`config.mk`:
```
export PLATFORM = sky130hd
export DESIGN_NAME = fse_ctrl
export DESIGN_NICKNAME = d
export VERILOG_FILES = /design/src/verilog/fse_pkg.sv /design/src/verilog/fse_ctrl.sv
export SDC_FILE = /design/constraint.sdc
export NUM_CORES = 1
export LEC_CHECK = 0
export BUFFER_PORTS_ARGS = -buffer_cell sky130_fd_sc_hd__buf_2
export CAP_MARGIN = 0
export CORE_AREA = 4 4 178 180
export DETAILED_ROUTE_END_ITERATION = 10
export DIE_AREA = 0 0 182 184
export GPL_ROUTABILITY_DRIVEN = 0
export MAX_ROUTING_LAYER = met4
export PLACE_DENSITY_LB_ADDON = 0.1
export RECOVER_POWER = 25
export SLEW_MARGIN = 20
export SYNTH_ARGS = -nofsm -noshare
export SYNTH_HDL_FRONTEND = slang
export SYNTH_SLANG_ARGS = --single-unit
```
`constraint.sdc`:
```
create_clock -name clk -period 3.7 [get_ports clk]
set_input_delay 0.185 -clock clk [delete_from_list [all_inputs] [get_ports clk]]
set_output_delay 0.185 -clock clk [all_outputs]
set_load 0.005 [all_outputs]
```
`src/verilog/fse_pkg.sv`:
```
// Purpose: Shared constants and types for the flash erase/suspend sequencer
// Assumes: 125 MHz system clock
// Notes:   Times in ns, cycle counts derived from them
package fse_pkg;
  // ----------------------------------------------------------------
  // Clock and timing
  // ----------------------------------------------------------------
  localparam int CLK_NS   = 8;
  localparam int T_BE_NS  = 1_000_000;  // Block erase time
  localparam int T_CE_NS  = 8_000_000;  // Whole array erase time
  localparam int T_PP_NS  = 400_000;    // Page program time
  localparam int T_SL_NS  = 40_000;     // Longest suspend latency
  localparam logic [31:0] BE_CYC = 32'((T_BE_NS + CLK_NS - 1) / CLK_NS);
  localparam logic [31:0] CE_CYC = 32'((T_CE_NS + CLK_NS - 1) / CLK_NS);
  localparam logic [31:0] PP_CYC = 32'((T_PP_NS + CLK_NS - 1) / CLK_NS);
  localparam logic [31:0] SL_CYC = 32'(T_SL_NS / CLK_NS);
  // ----------------------------------------------------------------
  // Opcodes
  // ----------------------------------------------------------------
  localparam logic [7:0] OP_BLK     = 8'hD8;
  localparam logic [7:0] OP_BLK_W   = 8'hDC;
  localparam logic [7:0] OP_CHIP_A  = 8'h60;
  localparam logic [7:0] OP_CHIP_B  = 8'hC7;
  localparam logic [7:0] OP_SUSP    = 8'h75;
  localparam logic [7:0] OP_RESUME  = 8'h7A;
  localparam logic [7:0] OP_WL_SET  = 8'h06;
  localparam logic [7:0] OP_WL_CLR  = 8'h04;
  localparam logic [7:0] OP_CLR_ST  = 8'h30;
  localparam logic [7:0] OP_RD      = 8'h03;
  localparam logic [7:0] OP_RD_W    = 8'h13;
  localparam logic [7:0] OP_PP      = 8'h02;
  localparam logic [7:0] OP_PP_W    = 8'h12;
  localparam logic [7:0] OP_QPP     = 8'h32;
  localparam logic [7:0] OP_QPP_W   = 8'h34;
  localparam logic [7:0] OP_ST1     = 8'h05;
  localparam logic [7:0] OP_ANY_RD  = 8'h65;
  localparam logic [7:0] OP_ST2     = 8'h07;
  localparam logic [7:0] OP_CFG1    = 8'h35;
  // ----------------------------------------------------------------
  // Frame lengths in bits
  // ----------------------------------------------------------------
  localparam logic [8:0] LEN_OP     = 9'h008;
  localparam logic [8:0] LEN_A3     = 9'h020;
  localparam logic [8:0] LEN_A4     = 9'h028;
  localparam logic [8:0] LEN_BYTE   = 9'h008;
  localparam logic [8:0] LEN_MAX    = 9'h1FC;
  // ----------------------------------------------------------------
  // Register map and fields
  // ----------------------------------------------------------------
  localparam logic [7:0] REG_CTRL   = 8'h00;
  localparam logic [7:0] REG_PROT   = 8'h04;
  localparam logic [7:0] REG_STAT   = 8'h08;
  localparam int CTRL_ALS = 0;  // addr_len_select
  localparam int CTRL_QM  = 1;  // quad_cmd_mode
  localparam int CTRL_PE  = 2;  // Protection range enable
  localparam logic [2:0]  CTRL_RST = 3'h0;
  localparam logic [31:0] PROT_RST = 32'h0000_0000;
  localparam int BLK_LSB  = 16;  // Block number starts above 64 KB
  localparam int PAGE_LSB = 8;
  // Status fields, high bit first in the status word
  typedef struct packed {
    logic erase_susp;
    logic prog_susp;
    logic prog_fault;
    logic erase_fault;
    logic write_latch;
    logic busy;
  } fse_stat_t;
  localparam int STAT_PF = 3;
  localparam int STAT_EF = 2;
  localparam fse_stat_t STAT_RST = '0;
endpackage

```
`src/verilog/fse_ctrl.sv`:
```
// Purpose: Serial NOR command sequencer for block/array erase and suspend
// Assumes: Serial pins are asynchronous; sclk much slower than clk
// Notes:   The array itself sits outside; this block issues erase requests
//
// The strobed register port and the register addresses were left to the implementer.
`timescale 1ns/10ps
module fse_ctrl #(
  parameter logic [31:0] BE_CYC = fse_pkg::BE_CYC,
  parameter logic [31:0] CE_CYC = fse_pkg::CE_CYC,
  parameter logic [31:0] PP_CYC = fse_pkg::PP_CYC,
  parameter logic [31:0] SL_CYC = fse_pkg::SL_CYC
) (
  input  wire logic              clk,
  input  wire logic              rst,
  input  wire logic              sclk,
  input  wire logic              chip_select_n,
  input  wire logic [3:0]        io_in,
  input  wire logic [7:0]        reg_addr,
  input  wire logic [31:0]       reg_wdata,
  input  wire logic              reg_wr,
  input  wire logic              reg_rd,
  output logic [31:0]            reg_rdata,
  output logic                   op_in_progress,
  output fse_pkg::fse_stat_t     status,
  output logic                   arr_erase_go,
  output logic                   arr_erase_all,
  output logic [15:0]            arr_erase_blk,
  output logic                   cmd_ok,
  output logic                   cmd_refused,
  output logic [7:0]             cmd_op
);
  // ----------------------------------------------------------------
  // Pin synchronisers and edges
  // ----------------------------------------------------------------
  logic [5:0] s1_r, s2_r;
  logic       sclk_d_r, cs_d_r;
  wire        sclk_s = s2_r[5];
  wire        cs_s   = s2_r[4];
  wire [3:0]  io_s   = s2_r[3:0];
  wire        sclk_rise = sclk_s & ~sclk_d_r;
  wire        cs_rise   = cs_s & ~cs_d_r;
  wire        cs_fall   = ~cs_s & cs_d_r;
  // Two flops per pin, edge detect on the second
  always_ff @(posedge clk) begin
    s1_r     <= {sclk, chip_select_n, io_in};
    s2_r     <= s1_r;
    sclk_d_r <= rst ? 1'b0 : sclk_s;
    cs_d_r   <= rst ? 1'b1 : cs_s;
  end
  // ----------------------------------------------------------------
  // Control registers
  // ----------------------------------------------------------------
  logic [2:0]  ctrl_r;
  logic [31:0] prot_r;
  wire         als   = ctrl_r[fse_pkg::CTRL_ALS];
  wire         quad  = ctrl_r[fse_pkg::CTRL_QM];
  wire         p_en  = ctrl_r[fse_pkg::CTRL_PE];
  wire         wr_ctrl = reg_wr && reg_addr == fse_pkg::REG_CTRL;
  wire         wr_prot = reg_wr && reg_addr == fse_pkg::REG_PROT;
  wire         wr_stat = reg_wr && reg_addr == fse_pkg::REG_STAT;
  // Lock range is writable at any time, also in erase suspend
  always_ff @(posedge clk) begin
    if (rst) begin
      ctrl_r <= fse_pkg::CTRL_RST;
      prot_r <= fse_pkg::PROT_RST;
    end else begin
      if (wr_ctrl) ctrl_r <= reg_wdata[2:0];
      if (wr_prot) prot_r <= reg_wdata;
    end
  end
  // ----------------------------------------------------------------
  // Serial shifter
  // ----------------------------------------------------------------
  logic [39:0] sh_r;
  logic [8:0]  cnt_r;
  logic [7:0]  op_r;
  logic [31:0] adr_r;
  // Total opcode plus address length for an opcode
  function automatic logic [8:0] aend(input logic [7:0] op, input logic w);
    if (op == fse_pkg::OP_BLK_W || op == fse_pkg::OP_PP_W ||
        op == fse_pkg::OP_QPP_W || op == fse_pkg::OP_RD_W || w)
      return fse_pkg::LEN_A4;
    return fse_pkg::LEN_A3;
  endfunction
  wire [8:0] a_len = aend(op_r, als);
  wire [8:0] step  = quad ? 9'h004 : 9'h001;
  // Quad mode takes four lines per clock, else line 0
  always_ff @(posedge clk) begin
    if (rst || cs_fall) begin
      cnt_r <= '0;
    end else if (sclk_rise && !cs_s && cnt_r < fse_pkg::LEN_MAX) begin
      sh_r  <= quad ? {sh_r[35:0], io_s} : {sh_r[38:0], io_s[0]};
      cnt_r <= cnt_r + step;
    end
  end
  // Latch opcode and address as their last bit lands; cleared so outputs start defined
  always_ff @(posedge clk) begin
    if (rst) begin
      op_r  <= '0;
      adr_r <= '0;
    end else begin
      if (cnt_r == fse_pkg::LEN_OP) op_r <= sh_r[7:0];
      if (cnt_r == a_len) adr_r <= (a_len == fse_pkg::LEN_A4) ? sh_r[31:0]
                                                             : {8'h00, sh_r[23:0]};
    end
  end
  // ----------------------------------------------------------------
  // Command decode at chip select rise
  // ----------------------------------------------------------------
  logic e_run_r, e_chip_r, p_run_r, e_susp_r, p_susp_r, wl_r, ef_r, pf_r;
  logic [31:0] e_cnt_r, p_cnt_r, sl_cnt_r;
  logic [15:0] e_blk_r;
  logic [23:0] p_page_r;
  wire [15:0] blk    = adr_r[31:fse_pkg::BLK_LSB];
  wire        len8   = cnt_r == fse_pkg::LEN_OP;
  wire        len_a  = cnt_r == a_len;
  wire        len_pp = cnt_r >= a_len + fse_pkg::LEN_BYTE && cnt_r[2:0] == 3'h0;
  wire        busy   = e_run_r | p_run_r;
  wire        any_s  = e_susp_r | p_susp_r;
  wire        is_blk  = op_r == fse_pkg::OP_BLK || op_r == fse_pkg::OP_BLK_W;
  wire        is_chip = op_r == fse_pkg::OP_CHIP_A || op_r == fse_pkg::OP_CHIP_B;
  wire        is_pp   = op_r == fse_pkg::OP_PP || op_r == fse_pkg::OP_PP_W ||
                        op_r == fse_pkg::OP_QPP || op_r == fse_pkg::OP_QPP_W;
  wire        is_rd   = op_r == fse_pkg::OP_RD || op_r == fse_pkg::OP_RD_W;
  wire        is_st   = op_r == fse_pkg::OP_ST1 || op_r == fse_pkg::OP_ANY_RD ||
                        op_r == fse_pkg::OP_ST2 || op_r == fse_pkg::OP_CFG1;
  wire        blk_prot = p_en && blk >= prot_r[15:0] && blk <= prot_r[31:16];
  wire        in_e_s  = e_susp_r && blk == e_blk_r;
  wire        in_p_s  = p_susp_r && adr_r[31:fse_pkg::PAGE_LSB] == p_page_r;
  // Frame must end exactly after its last address or opcode bit, except program, which ends on a data byte boundary
  wire blk_cmd  = cs_rise && is_blk && len_a && wl_r && !busy && !any_s;
  wire blk_go   = blk_cmd && !blk_prot;
  wire blk_bad  = blk_cmd && blk_prot;
  wire chip_cmd = cs_rise && is_chip && len8 && wl_r && !busy && !any_s;
  wire chip_go  = chip_cmd && !p_en;
  wire chip_bad = chip_cmd && p_en;
  // Program only from idle or inside an erase suspend
  wire pp_cmd   = cs_rise && is_pp && len_pp && wl_r && !busy && !p_susp_r;
  wire pp_bad   = pp_cmd && (in_e_s || blk_prot);
  wire pp_go    = pp_cmd && !pp_bad;
  wire rd_ok    = cs_rise && is_rd && len_a && !busy && !in_e_s && !in_p_s;
  wire st_ok    = cs_rise && is_st && len8;
  wire susp_cmd = cs_rise && op_r == fse_pkg::OP_SUSP && len8;
  wire susp_go  = susp_cmd && !any_s && sl_cnt_r == '0 &&
                  (p_run_r || (e_run_r && !e_chip_r));
  wire res_cmd  = cs_rise && op_r == fse_pkg::OP_RESUME && len8 && !busy;
  wire wl_set   = cs_rise && op_r == fse_pkg::OP_WL_SET && len8;
  wire wl_clr   = cs_rise && op_r == fse_pkg::OP_WL_CLR && len8;
  wire clr_st   = cs_rise && op_r == fse_pkg::OP_CLR_ST && len8;
  // Known opcodes, so a wrong-length frame of one still reports a refusal
  wire known    = is_blk || is_chip || is_pp || is_rd || is_st ||
                  op_r == fse_pkg::OP_WL_SET || op_r == fse_pkg::OP_WL_CLR ||
                  op_r == fse_pkg::OP_CLR_ST || op_r == fse_pkg::OP_SUSP ||
                  op_r == fse_pkg::OP_RESUME;
  // Any frame of eight bits or more not taken above is refused
  wire refuse   = cs_rise && cnt_r >= fse_pkg::LEN_OP && !blk_go && !blk_bad &&
                  !chip_go && !chip_bad && !pp_go && !pp_bad && !rd_ok && !st_ok &&
                  !wl_set && !wl_clr && !clr_st && !susp_go && !res_cmd;
  // Counters end on one; zero means nothing pending
  wire sl_done  = sl_cnt_r == 32'h0000_0001;
  wire e_end    = e_run_r && e_cnt_r == 32'h0000_0001;
  wire p_end    = p_run_r && p_cnt_r == 32'h0000_0001;
  // ----------------------------------------------------------------
  // Erase engine
  // ----------------------------------------------------------------
  // Suspended erase keeps its remaining count; resume carries on from it
  always_ff @(posedge clk) begin
    if (rst) begin
      e_run_r  <= 1'b0;
      e_chip_r <= 1'b0;
      e_susp_r <= 1'b0;
      e_cnt_r  <= '0;
      e_blk_r  <= '0;
    end else if (blk_go || chip_go) begin
      e_run_r  <= 1'b1;
      e_chip_r <= chip_go;
      e_cnt_r  <= chip_go ? CE_CYC : BE_CYC;
      e_blk_r  <= blk;
    end else if (sl_done && e_run_r && !p_run_r && !e_end) begin
      e_run_r  <= 1'b0;
      e_susp_r <= 1'b1;
    end else if (res_cmd && e_susp_r && !p_susp_r) begin
      e_run_r  <= 1'b1;
      e_susp_r <= 1'b0;
    end else if (e_run_r) begin
      e_run_r  <= !e_end;
      e_cnt_r  <= e_cnt_r - 32'h0000_0001;
    end
  end
  // ----------------------------------------------------------------
  // Program engine and suspend latency
  // ----------------------------------------------------------------
  always_ff @(posedge clk) begin
    if (rst) begin
      p_run_r  <= 1'b0;
      p_susp_r <= 1'b0;
      p_cnt_r  <= '0;
      p_page_r <= '0;
    end else if (pp_go) begin
      p_run_r  <= 1'b1;
      p_cnt_r  <= PP_CYC;
      p_page_r <= adr_r[31:fse_pkg::PAGE_LSB];
    end else if (sl_done && p_run_r && !p_end) begin
      p_run_r  <= 1'b0;
      p_susp_r <= 1'b1;
    end else if (res_cmd && p_susp_r) begin
      p_run_r  <= 1'b1;
      p_susp_r <= 1'b0;
    end else if (p_run_r) begin
      p_run_r  <= !p_end;
      p_cnt_r  <= p_cnt_r - 32'h0000_0001;
    end
  end
  // Latency count; suspend lands as it expires
  always_ff @(posedge clk) begin
    if (rst || !busy) sl_cnt_r <= '0;
    else if (susp_go) sl_cnt_r <= SL_CYC;
    else if (sl_cnt_r != '0) sl_cnt_r <= sl_cnt_r - 32'h0000_0001;
  end
  // ----------------------------------------------------------------
  // Latch and fault flags
  // ----------------------------------------------------------------
  // Faults clear by clear-status frame or by writing ones to the status word
  wire clr_ef = clr_st || (wr_stat && reg_wdata[fse_pkg::STAT_EF]);
  wire clr_pf = clr_st || (wr_stat && reg_wdata[fse_pkg::STAT_PF]);
  // Set beats clear on the same edge
  always_ff @(posedge clk) begin
    if (rst) begin
      wl_r <= 1'b0;
      ef_r <= 1'b0;
      pf_r <= 1'b0;
    end else begin
      if (wl_set) wl_r <= 1'b1;
      else if (wl_clr || blk_cmd || chip_cmd || pp_cmd) wl_r <= 1'b0;
      ef_r <= blk_bad || chip_bad || (ef_r && !clr_ef);
      pf_r <= pp_bad || (pf_r && !clr_pf);
    end
  end
  // ----------------------------------------------------------------
  // Outputs
  // ----------------------------------------------------------------
  wire fse_pkg::fse_stat_t st_nxt = '{erase_susp: e_susp_r, prog_susp: p_susp_r,
                                      prog_fault: pf_r, erase_fault: ef_r,
                                      write_latch: wl_r, busy: busy};
  wire [31:0] rd_nxt = (reg_addr == fse_pkg::REG_CTRL) ? {29'h0, ctrl_r} :
                       (reg_addr == fse_pkg::REG_PROT) ? prot_r :
                       (reg_addr == fse_pkg::REG_STAT) ? {26'h0, st_nxt} : 32'h0;
  // Everything leaves through a flop
  always_ff @(posedge clk) begin
    if (rst) begin
      reg_rdata      <= '0;
      op_in_progress <= 1'b0;
      status         <= fse_pkg::STAT_RST;
      arr_erase_go   <= 1'b0;
      arr_erase_all  <= 1'b0;
      arr_erase_blk  <= '0;
      cmd_ok         <= 1'b0;
      cmd_refused    <= 1'b0;
      cmd_op         <= '0;
    end else begin
      reg_rdata      <= reg_rd ? rd_nxt : 32'h0;
      op_in_progress <= busy;
      status         <= st_nxt;
      arr_erase_go   <= blk_go || chip_go;
      arr_erase_all  <= chip_go;
      arr_erase_blk  <= blk;
      cmd_ok         <= rd_ok || st_ok;
      cmd_refused    <= refuse && known;
      cmd_op         <= cs_rise ? op_r : cmd_op;
    end
  end
  // ----------------------------------------------------------------
  // Checks
  // ----------------------------------------------------------------
  // Decode pulses and engine state against the output flops
  chk_blk_starts: assert property (@(posedge clk) disable iff (rst)
    blk_go |=> e_run_r ##1 op_in_progress) else $error("block erase did not start");
  chk_blk_latch: assert property (@(posedge clk) disable iff (rst)
    $rose(arr_erase_go) |-> $past(wl_r, 2)) else $error("erase without latch");
  chk_prot_fault: assert property (@(posedge clk) disable iff (rst)
    blk_bad |=> ef_r && !e_run_r) else $error("protected block not refused");
  chk_chip_prot: assert property (@(posedge clk) disable iff (rst)
    chip_cmd && p_en |=> ef_r && !arr_erase_go ##1 !arr_erase_go)
    else $error("protected array erase not refused");
  chk_chip_nosusp: assert property (@(posedge clk) disable iff (rst)
    e_chip_r && e_run_r |-> sl_cnt_r == '0) else $error("array erase suspended");
  chk_susp_lands: assert property (@(posedge clk) disable iff (rst)
    $rose(e_susp_r) || $rose(p_susp_r) |-> $past(sl_cnt_r) == 32'h0000_0001)
    else $error("suspend flag without latency expiry");
  chk_susp_ignore: assert property (@(posedge clk) disable iff (rst)
    susp_cmd && any_s |=> sl_cnt_r == '0) else $error("nested suspend taken");
  chk_resume_run: assert property (@(posedge clk) disable iff (rst)
    res_cmd && p_susp_r |=> p_run_r && !p_susp_r) else $error("resume failed");
  chk_read_block: assert property (@(posedge clk) disable iff (rst)
    cs_rise && is_rd && len_a && in_e_s |=> cmd_refused && !cmd_ok)
    else $error("read of suspended block allowed");
  chk_pp_fault: assert property (@(posedge clk) disable iff (rst)
    pp_cmd && in_e_s |=> pf_r && !p_run_r) else $error("program in block not failed");
  chk_busy_out: assert property (@(posedge clk) disable iff (rst)
    op_in_progress == $past(busy)) else $error("busy output lags");
  chk_latch_need: assert property (@(posedge clk) disable iff (rst)
    cs_rise && is_blk && !wl_r |=> !arr_erase_go) else $error("erase without latch taken");
  chk_chip_all: assert property (@(posedge clk) disable iff (rst)
    chip_go |=> arr_erase_go && arr_erase_all) else $error("array erase not issued");
  chk_resume_erase: assert property (@(posedge clk) disable iff (rst)
    res_cmd && e_susp_r && !p_susp_r |=> e_run_r && !e_susp_r)
    else $error("erase resume blocked");
  chk_psusp_only: assert property (@(posedge clk) disable iff (rst)
    cs_rise && p_susp_r && (is_blk || is_chip || is_pp) && cnt_r >= fse_pkg::LEN_OP
    |=> cmd_refused && !arr_erase_go) else $error("write taken in program suspend");
  // ----------------------------------------------------------------
  // Cover points
  // ----------------------------------------------------------------
  cov_blk_done: cover property (@(posedge clk) disable iff (rst) $fell(e_run_r) && !e_susp_r);
  cov_e_susp: cover property (@(posedge clk) disable iff (rst) $rose(e_susp_r));
  cov_pp_in_es: cover property (@(posedge clk) disable iff (rst) pp_go && e_susp_r);
  cov_chip: cover property (@(posedge clk) disable iff (rst) chip_go);
  cov_p_susp: cover property (@(posedge clk) disable iff (rst) $rose(p_susp_r));
endmodule

```
==> results.toml <==
[final_layout]
fin_util = 0.583
area_growth_pct = 19.0
layout-drive-gt1-share = 0.136
stdcell_count = 2207
nets = 1876

[timing]
min_period_over_period = 0.954
min_period_ns = 3.53
slew-limit-headroom = 0.410
rsz0062_at_grt = "no"
worst_pin_slew_ns = 0.872
fin_setup_tns_ns = 0
holdWs_ns = 0.0638
fmax_ghz = 0.283
layout_setup_ws_ns = 0.171
hold_violations = 0
setup_violations = 0
fin_worst_skew_ns = 0.0134
drv_slew = 0

[status]
status = "complete, no violations"

[place]
hpwl_mm = 26.0
dpl.cell_count = 2101
numPortBuffers = 116
pre_cts_slack_ns = 0.104

[synth]
syn_area_um2 = 14800
synth_seq_cells = 332
syn-num-nets = 1723
synth_cell_types = 70
synth_cells = 1630
synth_edf_count = 32
ys_warn_count = 0
async_reset_ff_frac = 0
avgSynthCellArea_um2 = 9.08
seq_area_frac_synth = 0.471
synth-main-ff-cell = "dfxtp_1"

[power]
p_per_area_nw_per_um2 = 430
ir_worst_vdd_v = 0.000382
total_leakage_power_uw = 0.00669

[hold_path]
hold_depth = 3
min_path_type = "input pin to flip-flop"

[clock_tree]
path_clk_slew_ns = 0.06
cts-root-buf = "clkbuf_16"
htree_levels = 2
cts_tree = "built"
clk_latency_ns = 0.52
clkSinkCount = 332
clk_path_buf_depth = 3
cts_buffers = 37

[worst_setup_path]
crit_path_start_kind = "flip-flop"
crit_fanout = 31
cp-end-kind = "flip-flop"
cp_data_arrival_time_ns = 3.97
worst_ep_required_time_ns = 4.14
crit_type = "flip-flop to flip-flop"
reg2regPathDepth = 10

[drt]
viasPerCell = 5.54
vias = 12200
wire_per_inst_um = 17.3
totalWireLength_mm = 38.2
detail_route.first_pass.iterations = 5
ant_nets = 0
drt_iter0_markers = 795
drc_errors = 0

[global_routing]
grt_pass1_vias = 11800
antenna_found_initial = 1
overflow = 0
grt.total_usage = 0.228
grt_pass1_wl_mm = 61.5
grt_max_degree = 155

[die]
dieWidth_um = 182
pin_count = 117
core_um2 = 30200
die_h_um = 184
rows = 64
die_area_um2 = 33500
initial_utilization = 0.490

[flow_run]
drv_cap = 0
## synth_stat cells (8+ instances only)
master	count	area [um^2]
clkbuf_1	84	315
a21oi_1	151	756
nor4_1	29	181
ha_1	43	538
nand3b_1	30	225
dfxtp_1	300	6010
o31ai_1	27	203
nor2b_1	26	163
o21a_1	9	67.6
nor3b_1	8	60.1
nand4_1	45	282
nand2b_1	10	62.6
edfxtp_1	32	961
nor2_1	142	533
or3_1	23	144
xnor2_1	70	613
mux2i_1	43	430
o21ai_0	20	100
inv_1	53	199
a22o_1	9	78.8
or4_1	21	158
mux2_2	31	349
xor2_1	33	289
nand2_1	179	672
nor3_1	54	270
nand3_1	45	225
## registers in the layout, indices dropped and copies added, names as in the netlist, 9 cells and up
name and count:
reg_rdata 32, cnt_r 9, arr_erase_blk 16, adr_r 24, sh_r 32, p_page_r 24
e_cnt_r 32, prot_r 32, p_cnt_r 32, e_blk_r 16, sl_cnt_r 32
## critical path, stage by stage (launching register included)
cell and delay, ns:
dfxtp_1 0.38, or3_1 0.36, nor3b_1 0.25, a311oi_2 0.09
ha_1 0.35, or4b_4 0.58, or3_4 0.44, o221a_4 0.37
buf_12 0.21, a211oi_2 0.20, mux2i_1 0.20
## worst paths after layout
kind	from	to	slack, ns
setup / recovery	op_r[6]$_SDFFE_PP0P_	e_cnt_r[26]$_SDFFE_PP0P_	0.17
hold / removal	reg_addr[3]	reg_rdata[0]$_SDFF_PP0_	0.06
setup reg to reg	op_r[6]$_SDFFE_PP0P_	e_cnt_r[26]$_SDFFE_PP0P_	0.17
hold reg to reg	s1_r[3]$_DFF_P_	s2_r[3]$_DFF_P_	0.33
## metal layers
metal / GRT usage / wire, um / vias up
li1: - / - / 6066
met1: 0.298 / 17500 / 5827
met2: 0.378 / 17900 / 273
met3: 0.0317 / 1930 / 61
met4: 0.0552 / 820 / 0
met5: - / 0 / -
## cells by family after synthesis
logic type | share of synthesized area
xor gates and xnor gates | 0.0609
AOI/OAI and AO/OA | 0.115
DFF | 0.471
adders and majority gates | 0.0363
buffers and inverters | 0.0409
muxes | 0.0527
and+or+nand+nor | 0.223
## per-stage QoR
stage               instance area (um^2)  power [uW]
global placement                   16000        3860
detailed placement                 16000        3860
floorplan                          14800        3800
CTS                                17700        7660
finish                             17600        7570
global route                       17600        7820
## cell type report
type                       instances  area [um^2]
fill                            2695        12600
clock buffer                      58         1140
timing repair buffer             213         1380
tap                              396          495
inverter                          53          199
clock inverter                     8          119
antenna                            1         2.50
sequential                       332         6970
multi-input combinational       1146         7310
## placed cells by master, fill, tap and decap left out, types with 30 or more instances in the layout
cell type,n
a21oi_1,151
mux2_2,31
xnor2_1,70
nand3_1,45
dfxtp_1,300
clkbuf_1,56
inv_1,53
nand3b_1,30
ha_1,43
mux2i_1,43
dlygate4sd3_1,38
edfxtp_1,32
nand4_1,45
buf_4,43
nor3_1,53
xor2_1,33
buf_2,82
clkbuf_16,40
nor2_1,140
nand2_1,179
## timing repair
item / in CTS / in global routing
hold buffers: 38 / 0
endpoints found under the setup margin: 0 / 18
hold endpoints to repair: 41 / 0
buffers inserted: 0 / 0
gates resized for setup: 0 / 3
## power by group
group	switching, uW	internal [uW]	leakage (uW)
registers	8.82	3640	0.00271
logic	92.3	67.5	0.00336
clock network	1430	2320	0.000619
(Power assumes the default switching activity.)
